$ cat config.mk
export PLATFORM = sky130hd
export DESIGN_NAME = mss_datapath
export DESIGN_NICKNAME = d
export VERILOG_FILES = /design/src/hdl/mss_pkg.sv /design/src/hdl/mss_mem_if.sv /design/src/hdl/mss_datapath.sv /design/src/hdl/mss_mem.sv
export SDC_FILE = /design/constraint.sdc
export NUM_CORES = 1
export LEC_CHECK = 0
export BUFFER_PORTS_ARGS = -buffer_cell sky130_fd_sc_hd__buf_2
export CAP_MARGIN = 5
export CORE_MARGIN = 2
export CORE_UTILIZATION = 40
export CTS_CLUSTER_SIZE = 10
export DETAILED_ROUTE_END_ITERATION = 12
export HOLD_SLACK_MARGIN = 0.05
export SLEW_MARGIN = 10
export SYNTH_ARGS = -nofsm -noshare
export SYNTH_HDL_FRONTEND = slang
export SYNTH_SLANG_ARGS = --single-unit
$ cat constraint.sdc
create_clock -name pclk -period 4.9 [get_ports pclk]
set_input_delay 0.245 -clock pclk [delete_from_list [all_inputs] [get_ports pclk]]
set_output_delay 0.245 -clock pclk [all_outputs]
set_load 0.01 [all_outputs]
$ cat src/hdl/mss_pkg.sv
// constants, encodings and state type for the subtract/swap/skip datapath
package mss_pkg;
   // apb register map, byte addresses
   localparam int unsigned  MSS_AW          = 8;
   localparam int unsigned  MSS_DW          = 32;
   localparam logic [7:0]   MSS_ADDR_CMD    = 8'h00;
   localparam logic [7:0]   MSS_ADDR_WREG   = 8'h04;
   localparam logic [7:0]   MSS_ADDR_FLAGS  = 8'h08;
   localparam logic [7:0]   MSS_ADDR_STAT   = 8'h0c;
   localparam logic [7:0]   MSS_ADDR_MADDR  = 8'h10;
   localparam logic [7:0]   MSS_ADDR_MDATA  = 8'h14;
   // command word fields
   localparam int unsigned  MSS_CMD_OP_LSB  = 0;
   localparam int unsigned  MSS_CMD_OP_MSB  = 2;
   localparam int unsigned  MSS_CMD_AD_LSB  = 8;
   localparam int unsigned  MSS_CMD_AD_MSB  = 11;
   localparam int unsigned  MSS_CMD_IM_LSB  = 16;
   localparam int unsigned  MSS_CMD_IM_MSB  = 23;
   // opcodes
   localparam logic [2:0]   MSS_OP_SKIP_NZ  = 3'h1;
   localparam logic [2:0]   MSS_OP_SUB_WREG = 3'h2;
   localparam logic [2:0]   MSS_OP_SUB_MEM  = 3'h3;
   localparam logic [2:0]   MSS_OP_SUBI     = 3'h4;
   localparam logic [2:0]   MSS_OP_SWAP     = 3'h5;
   localparam logic [2:0]   MSS_OP_SWAP_WREG = 3'h6;
   // flag bit positions; bits 6 and 7 are other status bits, untouched by subtract
   localparam int unsigned  MSS_FLG_C       = 0;
   localparam int unsigned  MSS_FLG_HALF    = 1;
   localparam int unsigned  MSS_FLG_Z       = 2;
   localparam int unsigned  MSS_FLG_WRAP    = 3;
   localparam int unsigned  MSS_FLG_SBOR    = 4;
   localparam int unsigned  MSS_FLG_CNULL   = 5;
   // status register fields
   localparam int unsigned  MSS_STAT_SKIP   = 0;
   localparam int unsigned  MSS_STAT_CY_LSB = 4;
   localparam int unsigned  MSS_STAT_CY_MSB = 5;
   localparam logic [1:0]   MSS_CYC_ONE     = 2'h1;
   localparam logic [1:0]   MSS_CYC_TWO     = 2'h2;
   // data memory
   localparam int unsigned  MSS_MAW         = 4;
   localparam int unsigned  MSS_MEM_DEPTH   = 16;
   // reset values
   localparam logic [7:0]   MSS_BYTE_ZERO   = 8'h00;
   localparam logic [31:0]  MSS_WORD_ZERO   = 32'h0000_0000;
   localparam logic [2:0]   MSS_OP_RST      = 3'h0;
   localparam logic [3:0]   MSS_MADDR_RST   = 4'h0;
   localparam logic [1:0]   MSS_CYC_RST     = 2'h0;
   // gray codes along idle, fetch, exec, dummy
   typedef enum logic [2:0] {
      MSS_IDLE  = 3'h0,
      MSS_FETCH = 3'h1,
      MSS_EXEC  = 3'h3,
      MSS_DUMMY = 3'h2,
      MSS_MRD   = 3'h4
   } mss_state_t;
endpackage

$ cat src/hdl/mss_mem_if.sv
// data memory port between the datapath and its byte memory
`timescale 1ns/1ps
`default_nettype none
interface mss_mem_if;
   logic [3:0] addr;
   logic [7:0] wdata;
   logic       we;
   logic [7:0] rdata;
   modport ctrl (output addr, output wdata, output we, input rdata);
   modport mem  (input addr, input wdata, input we, output rdata);
endinterface
`default_nettype wire

$ cat src/hdl/mss_datapath.sv
// subtract, nibble swap and skip-if-nonnull datapath with apb register access
//
// Functional notes
// - skip_nonnull_op skips the next instruction when the memory byte is nonzero
// - a taken skip adds one dummy cycle, making the instruction two cycles
// - memory subtract puts working_register minus memory byte into working_register
// - carry is 0 on a negative difference, 1 on zero or positive
// - subtract updates six arithmetic flags only; other status bits keep value
// - minus_to_memory_op stores working_register minus memory byte into that byte
// - immediate subtract puts working_register minus the immediate into working_register
// - in-place swap exchanges memory byte nibbles, writes back, flags unchanged
// - nibble_exchange_to_working_op loads swapped byte into working_register, memory unchanged
//
// Implementation choices: register access over APB and the register addresses.
`timescale 1ns/1ps
`default_nettype none
module mss_datapath (
   // clock and reset
   input  wire logic                     pclk,
   input  wire logic                     presetn,
   // apb slave
   input  wire logic                     psel,
   input  wire logic                     penable,
   input  wire logic                     pwrite,
   input  wire logic [mss_pkg::MSS_AW-1:0] paddr,
   input  wire logic [mss_pkg::MSS_DW-1:0] pwdata,
   output logic      [mss_pkg::MSS_DW-1:0] prdata,
   output logic                          pready,
   output logic                          pslverr,
   // pipeline control
   output logic                          dummy_cycle
);
   import mss_pkg::*;

   ////////////////////////////////////////////////////////////////////////////////
   // state and registers
   mss_state_t state;
   mss_state_t next_state;
   logic [7:0] working_register;
   logic [7:0] flags;
   logic [7:0] imm;
   logic [2:0] op;
   logic [3:0] op_addr;
   logic [3:0] mem_addr;
   logic       last_skip;
   logic [1:0] last_cycles;

   mss_mem_if mem_port ();

   mss_mem u_mem (
      .pclk    (pclk),
      .presetn (presetn),
      .port    (mem_port)
   );

   ////////////////////////////////////////////////////////////////////////////////
   // apb decode
   wire       access    = psel & penable & ~pready;
   wire       idle      = (state == MSS_IDLE);
   wire       take      = access & idle;
   wire       sel_cmd   = (paddr == MSS_ADDR_CMD);
   wire       sel_wreg  = (paddr == MSS_ADDR_WREG);
   wire       sel_flags = (paddr == MSS_ADDR_FLAGS);
   wire       sel_stat  = (paddr == MSS_ADDR_STAT);
   wire       sel_maddr = (paddr == MSS_ADDR_MADDR);
   wire       sel_mdata = (paddr == MSS_ADDR_MDATA);
   wire       mapped    = sel_cmd | sel_wreg | sel_flags | sel_stat | sel_maddr | sel_mdata;
   wire [2:0] cmd_op    = pwdata[MSS_CMD_OP_MSB:MSS_CMD_OP_LSB];
   wire       op_ok     = (cmd_op >= MSS_OP_SKIP_NZ) && (cmd_op <= MSS_OP_SWAP_WREG);
   // a bad opcode is refused with an error so software never waits on a no-op
   wire       cmd_err   = sel_cmd & pwrite & ~op_ok;
   wire       start     = take & sel_cmd & pwrite & op_ok;
   wire       mrd_start = take & sel_mdata & ~pwrite;
   wire       reg_wr    = take & pwrite & mapped & ~cmd_err;
   wire       mwr       = reg_wr & sel_mdata;
   wire       bad_now   = ~mapped | cmd_err;

   wire [7:0]  stat_byte = {2'b00, last_cycles, 3'b000, last_skip};
   wire [31:0] rd_mux    = sel_wreg  ? {24'h00_0000, working_register} :
                           sel_flags ? {24'h00_0000, flags} :
                           sel_stat  ? {24'h00_0000, stat_byte} :
                           sel_maddr ? {28'h000_0000, mem_addr} :
                           sel_cmd   ? {8'h00, imm, 4'h0, op_addr, 5'h00, op} :
                           MSS_WORD_ZERO;

   ////////////////////////////////////////////////////////////////////////////////
   // execution datapath
   wire       exec    = (state == MSS_EXEC);
   wire [7:0] m       = mem_port.rdata;
   wire       is_subi = (op == MSS_OP_SUBI);
   wire       is_sub  = (op == MSS_OP_SUB_WREG) | (op == MSS_OP_SUB_MEM) | is_subi;
   wire [7:0] sub_b   = is_subi ? imm : m;
   wire [8:0] diff    = {1'b0, working_register} - {1'b0, sub_b};
   wire [4:0] nib     = {1'b0, working_register[3:0]} - {1'b0, sub_b[3:0]};
   wire [7:0] res     = diff[7:0];
   wire       f_c     = ~diff[8];
   wire       f_half  = ~nib[4];
   wire       f_z     = (res == MSS_BYTE_ZERO);
   wire       f_wrap  = (working_register[7] ^ sub_b[7]) & (working_register[7] ^ res[7]);
   wire       f_sbor  = f_wrap ^ res[7];
   wire       f_cnull = f_z;
   wire [7:0] swapped = {m[3:0], m[7:4]};
   wire       skip    = (op == MSS_OP_SKIP_NZ) & (m != MSS_BYTE_ZERO);

   logic [7:0] sub_flags;
   always_comb begin
      sub_flags             = flags;
      sub_flags[MSS_FLG_C]  = f_c;
      sub_flags[MSS_FLG_HALF]  = f_half;
      sub_flags[MSS_FLG_Z]     = f_z;
      sub_flags[MSS_FLG_WRAP]  = f_wrap;
      sub_flags[MSS_FLG_SBOR]  = f_sbor;
      sub_flags[MSS_FLG_CNULL] = f_cnull;
   end

   ////////////////////////////////////////////////////////////////////////////////
   // memory port
   wire mem_wb = exec & ((op == MSS_OP_SUB_MEM) | (op == MSS_OP_SWAP));
   assign mem_port.we    = mwr | mem_wb;
   assign mem_port.addr  = idle ? mem_addr : op_addr;
   assign mem_port.wdata = ~exec ? pwdata[7:0] :
                           (op == MSS_OP_SWAP) ? swapped : res;

   ////////////////////////////////////////////////////////////////////////////////
   // sequencer
   always_comb begin
      next_state = state;
      unique case (state)
         MSS_IDLE: begin
            if (start) begin
               next_state = MSS_FETCH;
            end else if (mrd_start) begin
               next_state = MSS_MRD;
            end
         end
         MSS_FETCH: begin
            next_state = MSS_EXEC;
         end
         MSS_EXEC: begin
            next_state = skip ? MSS_DUMMY : MSS_IDLE;
         end
         MSS_DUMMY: begin
            next_state = MSS_IDLE;
         end
         MSS_MRD: begin
            next_state = MSS_IDLE;
         end
         default: begin
            next_state = MSS_IDLE;
         end
      endcase
   end

   wire        next_pready  = (take & ~mrd_start) | (state == MSS_MRD);
   wire        next_pslverr = take & ~mrd_start & bad_now;
   wire [31:0] next_prdata  = (state == MSS_MRD) ? {24'h00_0000, m} :
                              (take & ~pwrite) ? rd_mux : MSS_WORD_ZERO;

   always_ff @(posedge pclk or negedge presetn) begin
      if (!presetn) begin
         state       <= MSS_IDLE;
         pready      <= 1'b0;
         pslverr     <= 1'b0;
         prdata      <= MSS_WORD_ZERO;
         dummy_cycle <= 1'b0;
      end else begin
         state       <= next_state;
         pready      <= next_pready;
         pslverr     <= next_pslverr;
         prdata      <= next_prdata;
         dummy_cycle <= (next_state == MSS_DUMMY);
      end
   end

   ////////////////////////////////////////////////////////////////////////////////
   // software-visible registers
   always_ff @(posedge pclk or negedge presetn) begin
      if (!presetn) begin
         working_register <= MSS_BYTE_ZERO;
      end else if (exec & ((op == MSS_OP_SUB_WREG) | is_subi)) begin
         working_register <= res;
      end else if (exec & (op == MSS_OP_SWAP_WREG)) begin
         working_register <= swapped;
      end else if (reg_wr & sel_wreg) begin
         working_register <= pwdata[7:0];
      end
   end

   always_ff @(posedge pclk or negedge presetn) begin
      if (!presetn) begin
         flags <= MSS_BYTE_ZERO;
      end else if (exec & is_sub) begin
         flags <= sub_flags;
      end else if (reg_wr & sel_flags) begin
         flags <= pwdata[7:0];
      end
   end

   always_ff @(posedge pclk or negedge presetn) begin
      if (!presetn) begin
         op      <= MSS_OP_RST;
         op_addr <= MSS_MADDR_RST;
         imm     <= MSS_BYTE_ZERO;
      end else if (start) begin
         op      <= cmd_op;
         op_addr <= pwdata[MSS_CMD_AD_MSB:MSS_CMD_AD_LSB];
         imm     <= pwdata[MSS_CMD_IM_MSB:MSS_CMD_IM_LSB];
      end
   end

   always_ff @(posedge pclk or negedge presetn) begin
      if (!presetn) begin
         mem_addr <= MSS_MADDR_RST;
      end else if (reg_wr & sel_maddr) begin
         mem_addr <= pwdata[3:0];
      end
   end

   always_ff @(posedge pclk or negedge presetn) begin
      if (!presetn) begin
         last_skip   <= 1'b0;
         last_cycles <= MSS_CYC_RST;
      end else if (exec) begin
         last_skip   <= skip;
         last_cycles <= skip ? MSS_CYC_TWO : MSS_CYC_ONE;
      end
   end
endmodule
`default_nettype wire

$ cat src/hdl/mss_mem.sv
// byte-wide data memory with registered read data
`timescale 1ns/1ps
`default_nettype none
module mss_mem (
   // clock and reset
   input wire logic  pclk,
   input wire logic  presetn,
   // memory port
   mss_mem_if.mem    port
);
   import mss_pkg::*;
   logic [7:0] array [MSS_MEM_DEPTH];
   // array has no reset; only the read register starts defined
   always_ff @(posedge pclk) begin
      if (port.we) begin
         array[port.addr] <= port.wdata;
      end
   end
   // read-before-write: a same-cycle write is not seen until the next read
   always_ff @(posedge pclk or negedge presetn) begin
      if (!presetn) begin
         port.rdata <= MSS_BYTE_ZERO;
      end else begin
         port.rdata <= array[port.addr];
      end
   end
endmodule
`default_nettype wire

* Word level (Yosys, flattened, before mapping)
Memories as Yosys holds them, arrays and structs flattened. A register that Yosys moved wholly into a read port is not among the register bits.
Index checks and enable logic that the tools add are counted.
Widths: inputs -> output; s select.
** Storage, ports and cells
- Output and inout port bits :: 35
- Word-level logic and storage cells :: 116
- Flip-flop bits (word level) :: 68
- Memory bits (writable) :: 128
- Memories :: 1
- Bits of input ports :: 45
** Cells by class
- Add/sub/neg operators :: 2
- Bitwise logic cells :: 50
- Order comparisons :: 2
- Mux-type cells :: 23
- Reduce and logical (&&, ||, !) cells :: 9
- Equal/unequal tests :: 15
** Memories
- u_mem.array :: depth 16, bits a word 8, read ports 1, clocked after Yosys merged registers in 1, write ports 1, line mss_mem.sv:12 : logic [7:0] array [MSS_MEM_DEPTH];
** Operator list (number)
- $mux 24 :: 7
- $mux 8 :: 6
- $and 1x1->1 :: 26
- $eq 8x4->1 const B :: 2
- $eq 8x5->1 const B :: 2
- $logic_not 8->1 :: 2
- $eq 3x2->1 const B :: 4
- $eq 3x3->1 const B :: 4
- $mux 6 :: 2
- $or 1x1->1 :: 12
- $not 1->1 :: 9
- $pmux 3 s3 :: 1
- $sub 8x8->9 :: 1
- $eq 8x3->1 const B :: 1
- $reduce_bool 8->1 :: 1
- $eq 3x1->1 const B :: 2
- $mux 3 :: 2
- $sub 4x4->5 :: 1
- $mux 2 :: 2
- $mux 4 :: 1
- $ge 3x1->1 const B :: 1
- $le 3x3->1 const B :: 1
- $logic_not 3->1 :: 1
- $reduce_bool 3->1 :: 1
- 6 further kinds :: 9

* Logic depth before layout (Yosys ltp)
Gate-level depths: netlist of run 1.
- Word-level depth :: 12
- Mapped depth :: 16
- Mapped depth without buffers :: 14

* By module
A second synthesis of run 1 with hierarchy kept.
** Unflattened totals
- Cell total of the unflattened synthesis :: 606
- Area total of the unflattened synthesis :: 8821.0 µm²
** By module, submodules not included
- mss_mem :: area an instance 5107.4 µm², cells an instance 230, instances 1, seq. area each 4043.9 µm²
- mss_datapath :: area an instance 3713.6 µm², cells an instance 376, instances 1, seq. area each 1576.5 µm²

* Worst setup path before layout of run 1
No wires, ideal clock.
- Kind :: reg-to-reg
- From :: register op[2]
- To :: memory u_mem.array[0][7] (data pin)
- Required time :: 4570 ps
- Setup time :: 330 ps
- Clock period less this slack :: 3911 ps
- Setup slack :: 989 ps
- Buffers on the path :: 2
- Cell stages (with the launch flop) :: 16
- Arrival time :: 3581 ps
- Path through :: dfrtp_1 clkbuf_1 nor3b_1 buf_2 mux2_2 inv_1 ha_1 nand2b_1 a21oi_1 o31a_1 o21a_1 nor2_1 fa_1 nand2_1 o21ai_0 o21ai_0
** On the way
- Longest elaborated chain between the ends :: 5
- Elaborated cells between the ends (all ways) :: 6
- Classes of those cells :: 1 x add/sub; 2 x eq/ne; 3 x mux
** RTL lines
- start: declaration :: line mss_datapath.sv:42 : logic [2:0] op;
- start signal: assignment :: line mss_datapath.sv:205 : op <= cmd_op;
- $eq 3x3->1 :: line mss_datapath.sv:90 : wire is_subi = (op == MSS_OP_SUBI);
- $mux 8 :: line mss_datapath.sv:92 : wire [7:0] sub_b = is_subi ? imm : m;
- $sub 8x8->9 :: line mss_datapath.sv:93 : wire [8:0] diff = {1'b0, working_register} - {1'b0, sub_b};
- $mux 8 (*) :: line mss_datapath.sv:122 : (op == MSS_OP_SWAP) ? swapped : res;
- $mux 8 (*) :: line mss_datapath.sv:121 : assign mem_port.wdata = ~exec ? pwdata[7:0] :
- named net mem_port.wdata[7] :: line mss_mem_if.sv:6 : logic [7:0] wdata;
- end: declaration :: line mss_mem.sv:12
Mark *: on every way through the listed nets, which the timed path passes. The rest lies on a longest branch.

* Final worst setup path of run 1
- From :: register op[2]
- To :: memory u_mem.array[10][7] (data pin)
Same word-level chain as after synthesis.

==> results of run 1 <==
[stage by stage]
stage                     hold slack, ns   util  area, sq um
after floorplan                  -0.0506      -         9090
after global placement             0.410  0.434         9740
after detailed placement           0.430  0.434         9740
after CTS                         0.0503  0.463        10400
after global routing              0.0528  0.463        10400
final                             0.0666  0.463        10400
[flip-flops by register name, summed over array words and instances, names as in the netlist, 3 cells and up]
name	flops
prdata	20
op	3
op_addr	4
flags	8
state	3
u_mem.port.rdata	8
mem_addr	4
imm	8
u_mem.array	128
working_register	8
[layer usage]
metal,GRT usage,vias up
li1,-,2645
met1,0.238,2811
met2,0.294,188
met3,0.0406,43
met4,0.0802,0
met5,0,-
[area by class of cell]
| cell class | count | area (sq um) |
|---|---|---|
| fill | 2006 | 12000 |
| sequential | 199 | 5620 |
| multi-input combinational | 436 | 3240 |
| timing repair buffer | 91 | 583 |
| clock buffer | 18 | 429 |
| tap | 285 | 357 |
| clock inverter | 14 | 130 |
| inverter | 10 | 37.5 |
[worst reg2reg max path: stages (launching register included)]
cell and delay [ns]:
dfrtp_1 0.47, nor3b_1 0.22, buf_4 0.24, mux2_2 0.38
inv_1 0.06, ha_1 0.22, nand2b_1 0.10, a21oi_1 0.09
o31a_1 0.27, o21a_1 0.17, nor2_1 0.16, fa_1 0.54
nand2_1 0.09, o21ai_0 0.09, o21ai_1 0.17, buf_4 0.24
[cells by family after synthesis]
| logic type | share of synthesized area |
|---|---|
| DFF | 0.621 |
| and+or+nand+nor | 0.103 |
| muxes | 0.160 |
| AOI/OAI and AO/OA | 0.0665 |
| buffers and inverters | 0.0284 |
| adders and majority gates | 0.0155 |
| xor gates and xnor gates | 0.00484 |
| other | 0.000414 |
[power groups by stage]
stage / Sequential (mW) / Clock, mW / Combinational [mW]
finish: 1.80 / 1.34 / 0.115
global route: 1.80 / 1.44 / 0.126
global placement: 1.83 / 0 / 0.105
detailed placement: 1.83 / 0 / 0.108
CTS: 1.80 / 1.36 / 0.114
floorplan: 1.83 / 0 / 0.0569
[cell usage in the layout (no fill, tap or decap), drive strengths merged, types with 3 or more instances in the layout]
master and n:
o21a 3, and3 3, inv 17, dlygate4sd3 9, mux2 46, nand3b 4
and2 14, nor2 30, o211ai 21, nand2b 8, conb 12, ha 8
a22oi 11, dfrtp 71, a21oi 12, clkbuf 18, o22ai 3, nand4 3
nand3 12, clkinv 5, o21ai 32, edfxtp 128, buf 82, nor4 4
nand2 62, nor2b 5, mux2i 89, nor3 26, xor2 3
[how the worst max path moves through the flow]
stage	start	endpoint	slack [ns]
6_report	op[2]$_DFFE_PN0P_	u_mem.array[10][7]$_DFFE_PP_	1.21
5_1_grt	op[2]$_DFFE_PN0P_	u_mem.array[0][7]$_DFFE_PP_	0.99
4_1_cts	op[2]$_DFFE_PN0P_	u_mem.array[9][7]$_DFFE_PP_	1.23
3_5_place_dp	op[2]$_DFFE_PN0P_	u_mem.array[11][7]$_DFFE_PP_	1.33
3_3_place_gp	op[1]$_DFFE_PN0P_	u_mem.array[0][7]$_DFFE_PP_	1.32
2_1_floorplan	op[2]$_DFFE_PN0P_	u_mem.array[0][7]$_DFFE_PP_	0.99
[what timing repair did]
action	4_1_cts	5_1_grt
setup buffers	0	0
hold endpoints to repair	78	1
hold buffers	8	1
==> out/summary.txt, run 1 <==
Final antenna diode count -> 0
Top cells by count, synth -> edfxtp_1, mux2i_1, dfrtp_1, nand2_1
Clock-pin slew on the worst setup and hold paths -> 0.07 ns
DP Cell Count -> 1012
Pin count of the biggest net entering global routing -> 72
Routed WL per cell -> 19.9 um
Iteration-0 DRC Markers -> 395
CTS tree -> done
Hold path depth -> 2
IO buf count -> 55
Arrival @ worst endpoint -> 3.96 ns
Die area -> 23800 sq um
Status -> finished, final reports clean
Via count -> 5687
RSZ-0062 raised after global routing -> false
# H-tree levels -> 4
Pwr Total -> 3.25 mW
Worst IR drop on VDD -> 0.227 mV
Switch share -> 0.229
Register bit total from synthesis -> 199
Most used cell, CP -> buf_4
Global-route wire length before repair -> 32600 um
FMAX -> 271 MHz
R2r setup slk -> 1.21 ns
Setup Crit Path Kind -> reg2reg
Critical R2R Launch -> op[2]$_DFFE_PN0P_
Clock sink count -> 199
Final setup viols -> 0
Final non-filler cell total -> 1053
Critical Path, Cell by Cell -> nor3b_1, buf_4, mux2_2, inv_1, ha_1, nand2b_1, a21oi_1, o31a_1, o21a_1, nor2_1, fa_1, nand2_1, o21ai_0, o21ai_1, buf_4
Final worst setup slack -> 1.21 ns
Crit path max fanout -> 16
Max-slew violations -> 0
Number of max-cap violations -> 0
Worst-skew pair later-pin latency -> 0.44 ns
Worst Setup End Kind -> register
Crit path required time -> 5.17 ns
Fraction of layout cells with a size suffix above 1 -> 0.206
Number of synthesized flops with an enable pin -> 128
Areal power density over the cells -> 313 nW/um^2
DR DRC count -> 0
Rel. slew slack -> 0.229
Crit path largest cell delay -> 0.54 ns
Hold_sp -> pwdata[8]
Vias per cell -> 5.40
Chip width -> 154 um
Synth area leader -> edfxtp_1
Clock power share -> 0.411
Crit path depth -> 15
R2R depth -> 15
CP bufs+invs -> 3
RR Endpoint -> u_mem.array[10][7]$_DFFE_PP_
Synth top area cells -> edfxtp_1, dfrtp_1, mux2i_1
Synth top area share -> 0.425
Synthesis-to-layout area growth -> 14.9%
Logic pwr share -> 0.035
Initial antenna violation count -> 0
Worst slew pin tran -> 1.15 ns
Delay-heaviest family, CP -> compound AO/OA/AOI/OAI gates
Cell Area, Synth -> 9050 sq um
Post-DP HPWL -> 14000 um
Internal power -> 2.50 mW
Sequential power share -> 0.553
Sequential-to-total area share from yosys stat -> 0.621
Slowest-stage cell, CP -> fa_1
CTS root buffer -> clkbuf_16
CTS buffer count -> 17
Sw power -> 745 uW
Gpl congestion -> 0.847
Synth Flop Type -> edfxtp_1
Setup TNS -> 0 ns
Starting Density -> 0.403
Clock Skews -> 0.0151 ns
IO Count -> 80
DR pass1 iterations -> 5
Die Y -> 154 um
Syn Area/Cell -> 13.5 sq um
Worst Setup Start Kind -> register
Core area -> 22400 sq um
NumNets Final -> 810
Hold Path End -> op_addr[0]$_DFFE_PN0P_
Pre-CTS WS -> 1.33 ns
FP Rows -> 55
Most numerous cell in the Yosys netlist -> edfxtp_1
Min cycle time layout -> 3.69 ns
Number of global-route vias before repair -> 5815
Final Hold Viols -> 0
Routed Wire Length -> 21000 um
Post-Syn Instances -> 672
Met3 WL -> 1080 um
Final ANT Viol Nets -> 0
Highest Signal Layer -> met4
Total Routing Usage GR -> 0.182
Clock tree buffer depth -> 2
Pleak -> 4.59 nW
YS warnings -> 0
Total gr overflow -> 0
Synth cell types -> 56
HP Class -> in2reg
M1 WL -> 9120 um
Fin crit share -> 0.752
Resize count post-CTS -> 0
WL met2 -> 10100 um
Ys async rst share -> 0.357
(Power assumes the default switching activity.)
==> run 2, diff against run 1 <==
- clock period: 4.9 -> 3.3 ns (I/O delays scaled with it)
==> out/summary.txt, run 2 (synthesis results as in run 1) <==
Crit path max fanout -> 8
Routed Wire Length -> 21700 um
Sw power -> 1.16 mW
Commonest non-fill, non-tap cells in the layout -> edfxtp_1, mux2i_1, dfrtp_1, nand2_1, buf_2
Final Hold Viols -> 0
Max-slew violations -> 0
NumNets Final -> 838
RSZ-0062 raised after global routing -> true
DP Cell Count -> 1029
IO buf count -> 55
Worst Setup End Kind -> register
CP bufs+invs -> 3
DR pass1 iterations -> 5
Arrival @ worst endpoint -> 3.69 ns
Min cycle time layout -> 3.33 ns
FP Rows -> 55
Chip width -> 154 um
Final ANT Viol Nets -> 0
Total gr overflow -> 0
Final non-filler cell total -> 1081
Number of global-route vias before repair -> 5921
Final antenna diode count -> 0
Commonest non-fill, non-tap cell in the layout -> edfxtp_1
Rel. slew slack -> 0.276
Logic pwr share -> 0.038
Worst IR drop on VDD -> 0.291 mV
Areal power density over the cells -> 458 nW/um^2
DR DRC count -> 0
Pre-CTS WS -> 0.0272 ns
Crit path required time -> 3.67 ns
Number of max-cap violations -> 0
# H-tree levels -> 4
Pwr Total -> 4.92 mW
Most used cell, CP -> nor2_1
Switch share -> 0.237
Failing checks -> setup timing
Max FFs per register -> 128
Clock tree buffer depth -> 2
Via count -> 5798
CTS tree -> done
Clock Skews -> 0.0164 ns
HP Class -> in2reg
Worst Setup Start Kind -> register
Vias per cell -> 5.36
Sequential power share -> 0.543
Global-route wire length before repair -> 33500 um
Synthesis-to-layout area growth -> 18.6%
Pin count of the biggest net entering global routing -> 72
FMAX -> 301 MHz
Crit path largest cell delay -> 0.48 ns
Largest regs -> u_mem.array x128, prdata x20
Clock power share -> 0.419
Final worst setup slack -> -0.0253 ns
Delay-heaviest family, CP -> simple AND/OR/NAND/NOR gates
CTS root buffer -> clkbuf_16
Largest Register -> u_mem.array
Internal power -> 3.75 mW
Routed WL per cell -> 20.1 um
IO Count -> 80
Fraction of layout cells with a size suffix above 1 -> 0.239
Status -> finished with violations
Critical Path, Cell by Cell -> nor3b_2, buf_6, mux2_4, inv_2, ha_4, nand2b_4, a21oi_2, o31a_1, o21a_1, nor2_2, fa_1, buf_4, xor2_1, nor2_1, o22ai_1, nor2_1
Final setup viols -> 1
Pleak -> 4.76 nW
Slowest-stage cell, CP -> fa_1
Worst-skew pair later-pin latency -> 0.44 ns
Setup Crit Path Kind -> reg2reg
Core area -> 22400 sq um
Fin crit share -> 1.01
Initial antenna violation count -> 0
Clock sink count -> 199
Starting Density -> 0.403
Post-DP HPWL -> 14700 um
CTS buffer count -> 17
Die area -> 23800 sq um
Iteration-0 DRC Markers -> 458
Worst slew pin tran -> 1.08 ns
Total Routing Usage GR -> 0.187
Gpl congestion -> 0.910
Clock-pin slew on the worst setup and hold paths -> 0.08 ns
Die Y -> 154 um
-- run 2: cell count changes in the layout (fill, tap and decap cells not counted), sizes merged --
cell | previous run | this run
buf | 82 | 104
dlygate4sd3 | 9 | 15
clkbuf | 18 | 17
clkinv | 5 | 6
-- run 2: worst register-to-register path: stages, from the launching register on --
cell and delay [ns]:
dfrtp_1 0.39, nor3b_2 0.20, buf_6 0.16, mux2_4 0.31, inv_2 0.07, ha_4 0.20, nand2b_4 0.08, a21oi_2 0.07
o31a_1 0.31, o21a_1 0.20, nor2_2 0.13, fa_1 0.48, buf_4 0.17, xor2_1 0.13, nor2_1 0.14, o22ai_1 0.08
nor2_1 0.14
-- run 2: worst paths after layout --
| path | depth (start not counted) | slack (ns) | from | endpoint |
|---|---|---|---|---|
| worst min-delay path | 3 | 0.09 | pwdata[4] | flags[4]$_DFFE_PN0P_ |
| worst min register to register | 2 | 0.52 | flags[4]$_DFFE_PN0P_ | flags[4]$_DFFE_PN0P_ |
| min in group asynchronous | 2 | 0.38 | presetn | prdata[7]$_DFF_PN0_ |
| worst max register to register | 16 | -0.03 | op[0]$_DFFE_PN0P_ | flags[3]$_DFFE_PN0P_ |
| max in group asynchronous | 2 | 2.30 | presetn | mem_addr[3]$_DFFE_PN0P_ |
| worst max-delay path | 16 | -0.03 | op[0]$_DFFE_PN0P_ | flags[3]$_DFFE_PN0P_ |
-- run 2: through the flow --
step / setup TNS (ns) / hold slack [ns] / utilization / instance area, sq um
after floorplan: 0 / -0.131 / - / 9110
final: -0.0253 / 0.0851 / 0.478 / 10700
after global routing: -2.28 / 0.0669 / 0.478 / 10700
after CTS: 0 / 0.0635 / 0.475 / 10700
after global placement: 0 / 0.328 / 0.442 / 9910
after detailed placement: 0 / 0.353 / 0.442 / 9910
-- run 2: repair_timing --
item | CTS | global route
hold buffers | 15 | 0
gates resized for setup | 0 | 10
pin swaps | 1 | 10
hold endpoints to repair | 85 | 0
setup buffers | 0 | 5
endpoints found under the setup margin | 16 | 25
-- run 2: final cells by class --
cell class,count,area (sq um)
multi-input combinational,436,3280
sequential,199,5620
fill,1933,11700
clock inverter,15,174
tap,285,357
inverter,10,37.5
clock buffer,17,425
timing repair buffer,119,837
-- run 2: layer usage --
metal	global-route usage	share of wire
met1	0.245	0.43
met2	0.313	0.49
met3	0.0353	0.049
met4	0.0639	0.024
met5	0	0
-- run 2: power groups by stage --
stage / Combinational, mW / Sequential [mW] / Clock, mW
after floorplan: 0.0855 / 2.72 / 0
after global placement: 0.165 / 2.72 / 0
after detailed placement: 0.170 / 2.72 / 0
after CTS: 0.185 / 2.67 / 2.11
after global routing: 0.206 / 2.67 / 2.21
final: 0.189 / 2.67 / 2.06
==> run 3, diff against run 2 <==
- CTS_BUF_LIST: unset -> sky130_fd_sc_hd__clkbuf_4
==> out/summary.txt, run 3 (synthesis results as in run 1) <==
R2r setup slk -> 0.01 ns
Commonest non-fill, non-tap cells in the layout -> edfxtp_1, mux2i_1, dfrtp_1, nand2_1, buf_2
Routed Wire Length -> 21700 um
Max-slew violations -> 0
Worst setup path endpoint -> u_mem.array[5][7]$_DFFE_PP_
Gpl congestion -> 0.910
Synthesis-to-layout area growth -> 17.5%
Final worst setup slack -> 0.0132 ns
Iteration-0 DRC Markers -> 461
Final Hold Viols -> 0
IO buf count -> 55
Tightest hold margin -> 0.162 ns
Die Y -> 154 um
Worst slew pin tran -> 1.07 ns
Total gr overflow -> 0
Crit path max fanout -> 8
Starting Density -> 0.403
Vias per cell -> 5.28
Via count -> 5799
Global-route wire length before repair -> 33500 um
Max FFs per register -> 128
Post-DP HPWL -> 14700 um
Routed WL per cell -> 19.8 um
FP Rows -> 55
Post-route cell area -> 10600 sq um
Largest Register -> u_mem.array
Layout fillers -> 1959
Pleak -> 4.70 nW
DR DRC count -> 0
Area occupied by multi-input gates -> 3280 sq um
Setup Crit Path Kind -> reg2reg
Fraction of layout cells with a size suffix above 1 -> 0.236
Register area -> 5620 sq um
Worst IR drop on VDD -> 0.247 mV
Largest regs -> u_mem.array x128, prdata x20
Met2 track demand over resource -> 0.314
Number of global-route vias before repair -> 5971
Setup TNS -> 0 ns
IO Count -> 80
Die area -> 23800 sq um
Final setup viols -> 0
Global routing's busiest layer -> met2
RSZ-0062 raised after global routing -> true
CTS buffer count -> 17
Chip width -> 154 um
Status -> finished, final reports clean
DR pass1 iterations -> 5
CTS root buffer -> clkbuf_4
# H-tree levels -> 4
Commonest non-fill, non-tap cell in the layout -> edfxtp_1
Initial antenna violation count -> 1
FMAX -> 304 MHz
Clock Skews -> 0.0361 ns
HP Class -> in2reg
Areal power density over the cells -> 393 nW/um^2
Min cycle time layout -> 3.29 ns
Worst-skew pair later-pin latency -> 0.61 ns
Arrival @ worst endpoint -> 3.76 ns
Worst Setup Start Kind -> register
Critical R2R Launch -> op[1]$_DFFE_PN0P_
Dpl cell area -> 9910 sq um
Pin count of the biggest net entering global routing -> 72
Worst Setup End Kind -> register
NumNets Final -> 855
CTS tree -> done
Clock-pin slew on the worst setup and hold paths -> 0.18 ns
Pre-CTS WS -> 0.0272 ns
Total Routing Usage GR -> 0.186
R2R depth -> 15
Crit path required time -> 3.77 ns
Fin crit share -> 0.996
Clock tree buffer depth -> 2
Core area -> 22400 sq um
Met3 Use GR -> 0.0325
RR Endpoint -> u_mem.array[5][7]$_DFFE_PP_
Number of max-cap violations -> 0
Clock sink count -> 199
Final ANT Viol Nets -> 0
GR Util met1 -> 0.243
Worst setup path startpoint -> op[1]$_DFFE_PN0P_
Rel. slew slack -> 0.286
==> run 3: critical path: stages (launching register included) <==
cell and delay, ns:
dfrtp_1 0.42, nor3b_2 0.20, buf_6 0.16, mux2i_2 0.22, ha_1 0.27, o21ai_1 0.16
a21oi_2 0.06, o31a_1 0.26, o21a_1 0.18, nor2_2 0.13, fa_1 0.48, nand2_1 0.10
o21ai_2 0.08, o21ai_2 0.16, buf_6 0.14, clkbuf_16 0.14
==> run 3: repair_timing <==
action / in CTS / in global routing
gates resized for setup: 0 / 12
hold buffers: 30 / 0
endpoints found under the hold margin: 106 / 0
gates cloned: 0 / 1
pin swaps: 1 / 5
buffers inserted: 1 / 5
setup endpoints to repair: 16 / 27
==> run 3: layout make-up <==
type | instances | share of cell area
clock inverter | 15 | 0.0164
clock buffer | 17 | 0.0120
tap | 285 | 0.0335
inverter | 10 | 0.00353
multi-input combinational | 436 | 0.309
sequential | 199 | 0.529
timing repair buffer | 136 | 0.0966
antenna | 1 | 0.000235
==> run 3: layer usage <==
| layer | wire [um] | up-vias |
|---|---|---|
| met5 | 0 | - |
| met4 | 449 | 0 |
| met3 | 921 | 36 |
| met2 | 10700 | 170 |
| met1 | 9630 | 2858 |
| li1 | - | 2735 |
==> run 3: stage by stage <==
stage	power, mW	util	std cells
after floorplan	2.81	-	683
after global placement	2.89	0.442	1029
after detailed placement	2.89	0.442	1029
after CTS	4.21	0.469	1092
after global routing	4.33	0.474	1099
final	4.17	0.474	1099
==> run 3: worst min-delay path by stage <==
stage              from                     to  slack [ns]  depth (start not counted)
2_1_floorplan   presetn  dummy_cycle$_DFF_PN0_       -0.13                          0
3_3_place_gp    presetn    prdata[6]$_DFF_PN0_        0.33                          1
3_5_place_dp    presetn    prdata[5]$_DFF_PN0_        0.35                          1
4_1_cts        paddr[2]    prdata[4]$_DFF_PN0_        0.11                          5
5_1_grt        paddr[2]    prdata[4]$_DFF_PN0_        0.13                          5
6_report       paddr[2]    prdata[4]$_DFF_PN0_        0.16                          5
==> run 3: power by group <==
part,switching [mW],leakage (nW),internal [mW]
sequential,0.00775,2.06,2.66
combinational,0.121,2.48,0.0848
clock,0.943,0.153,0.354
total,1.07,4.70,3.10
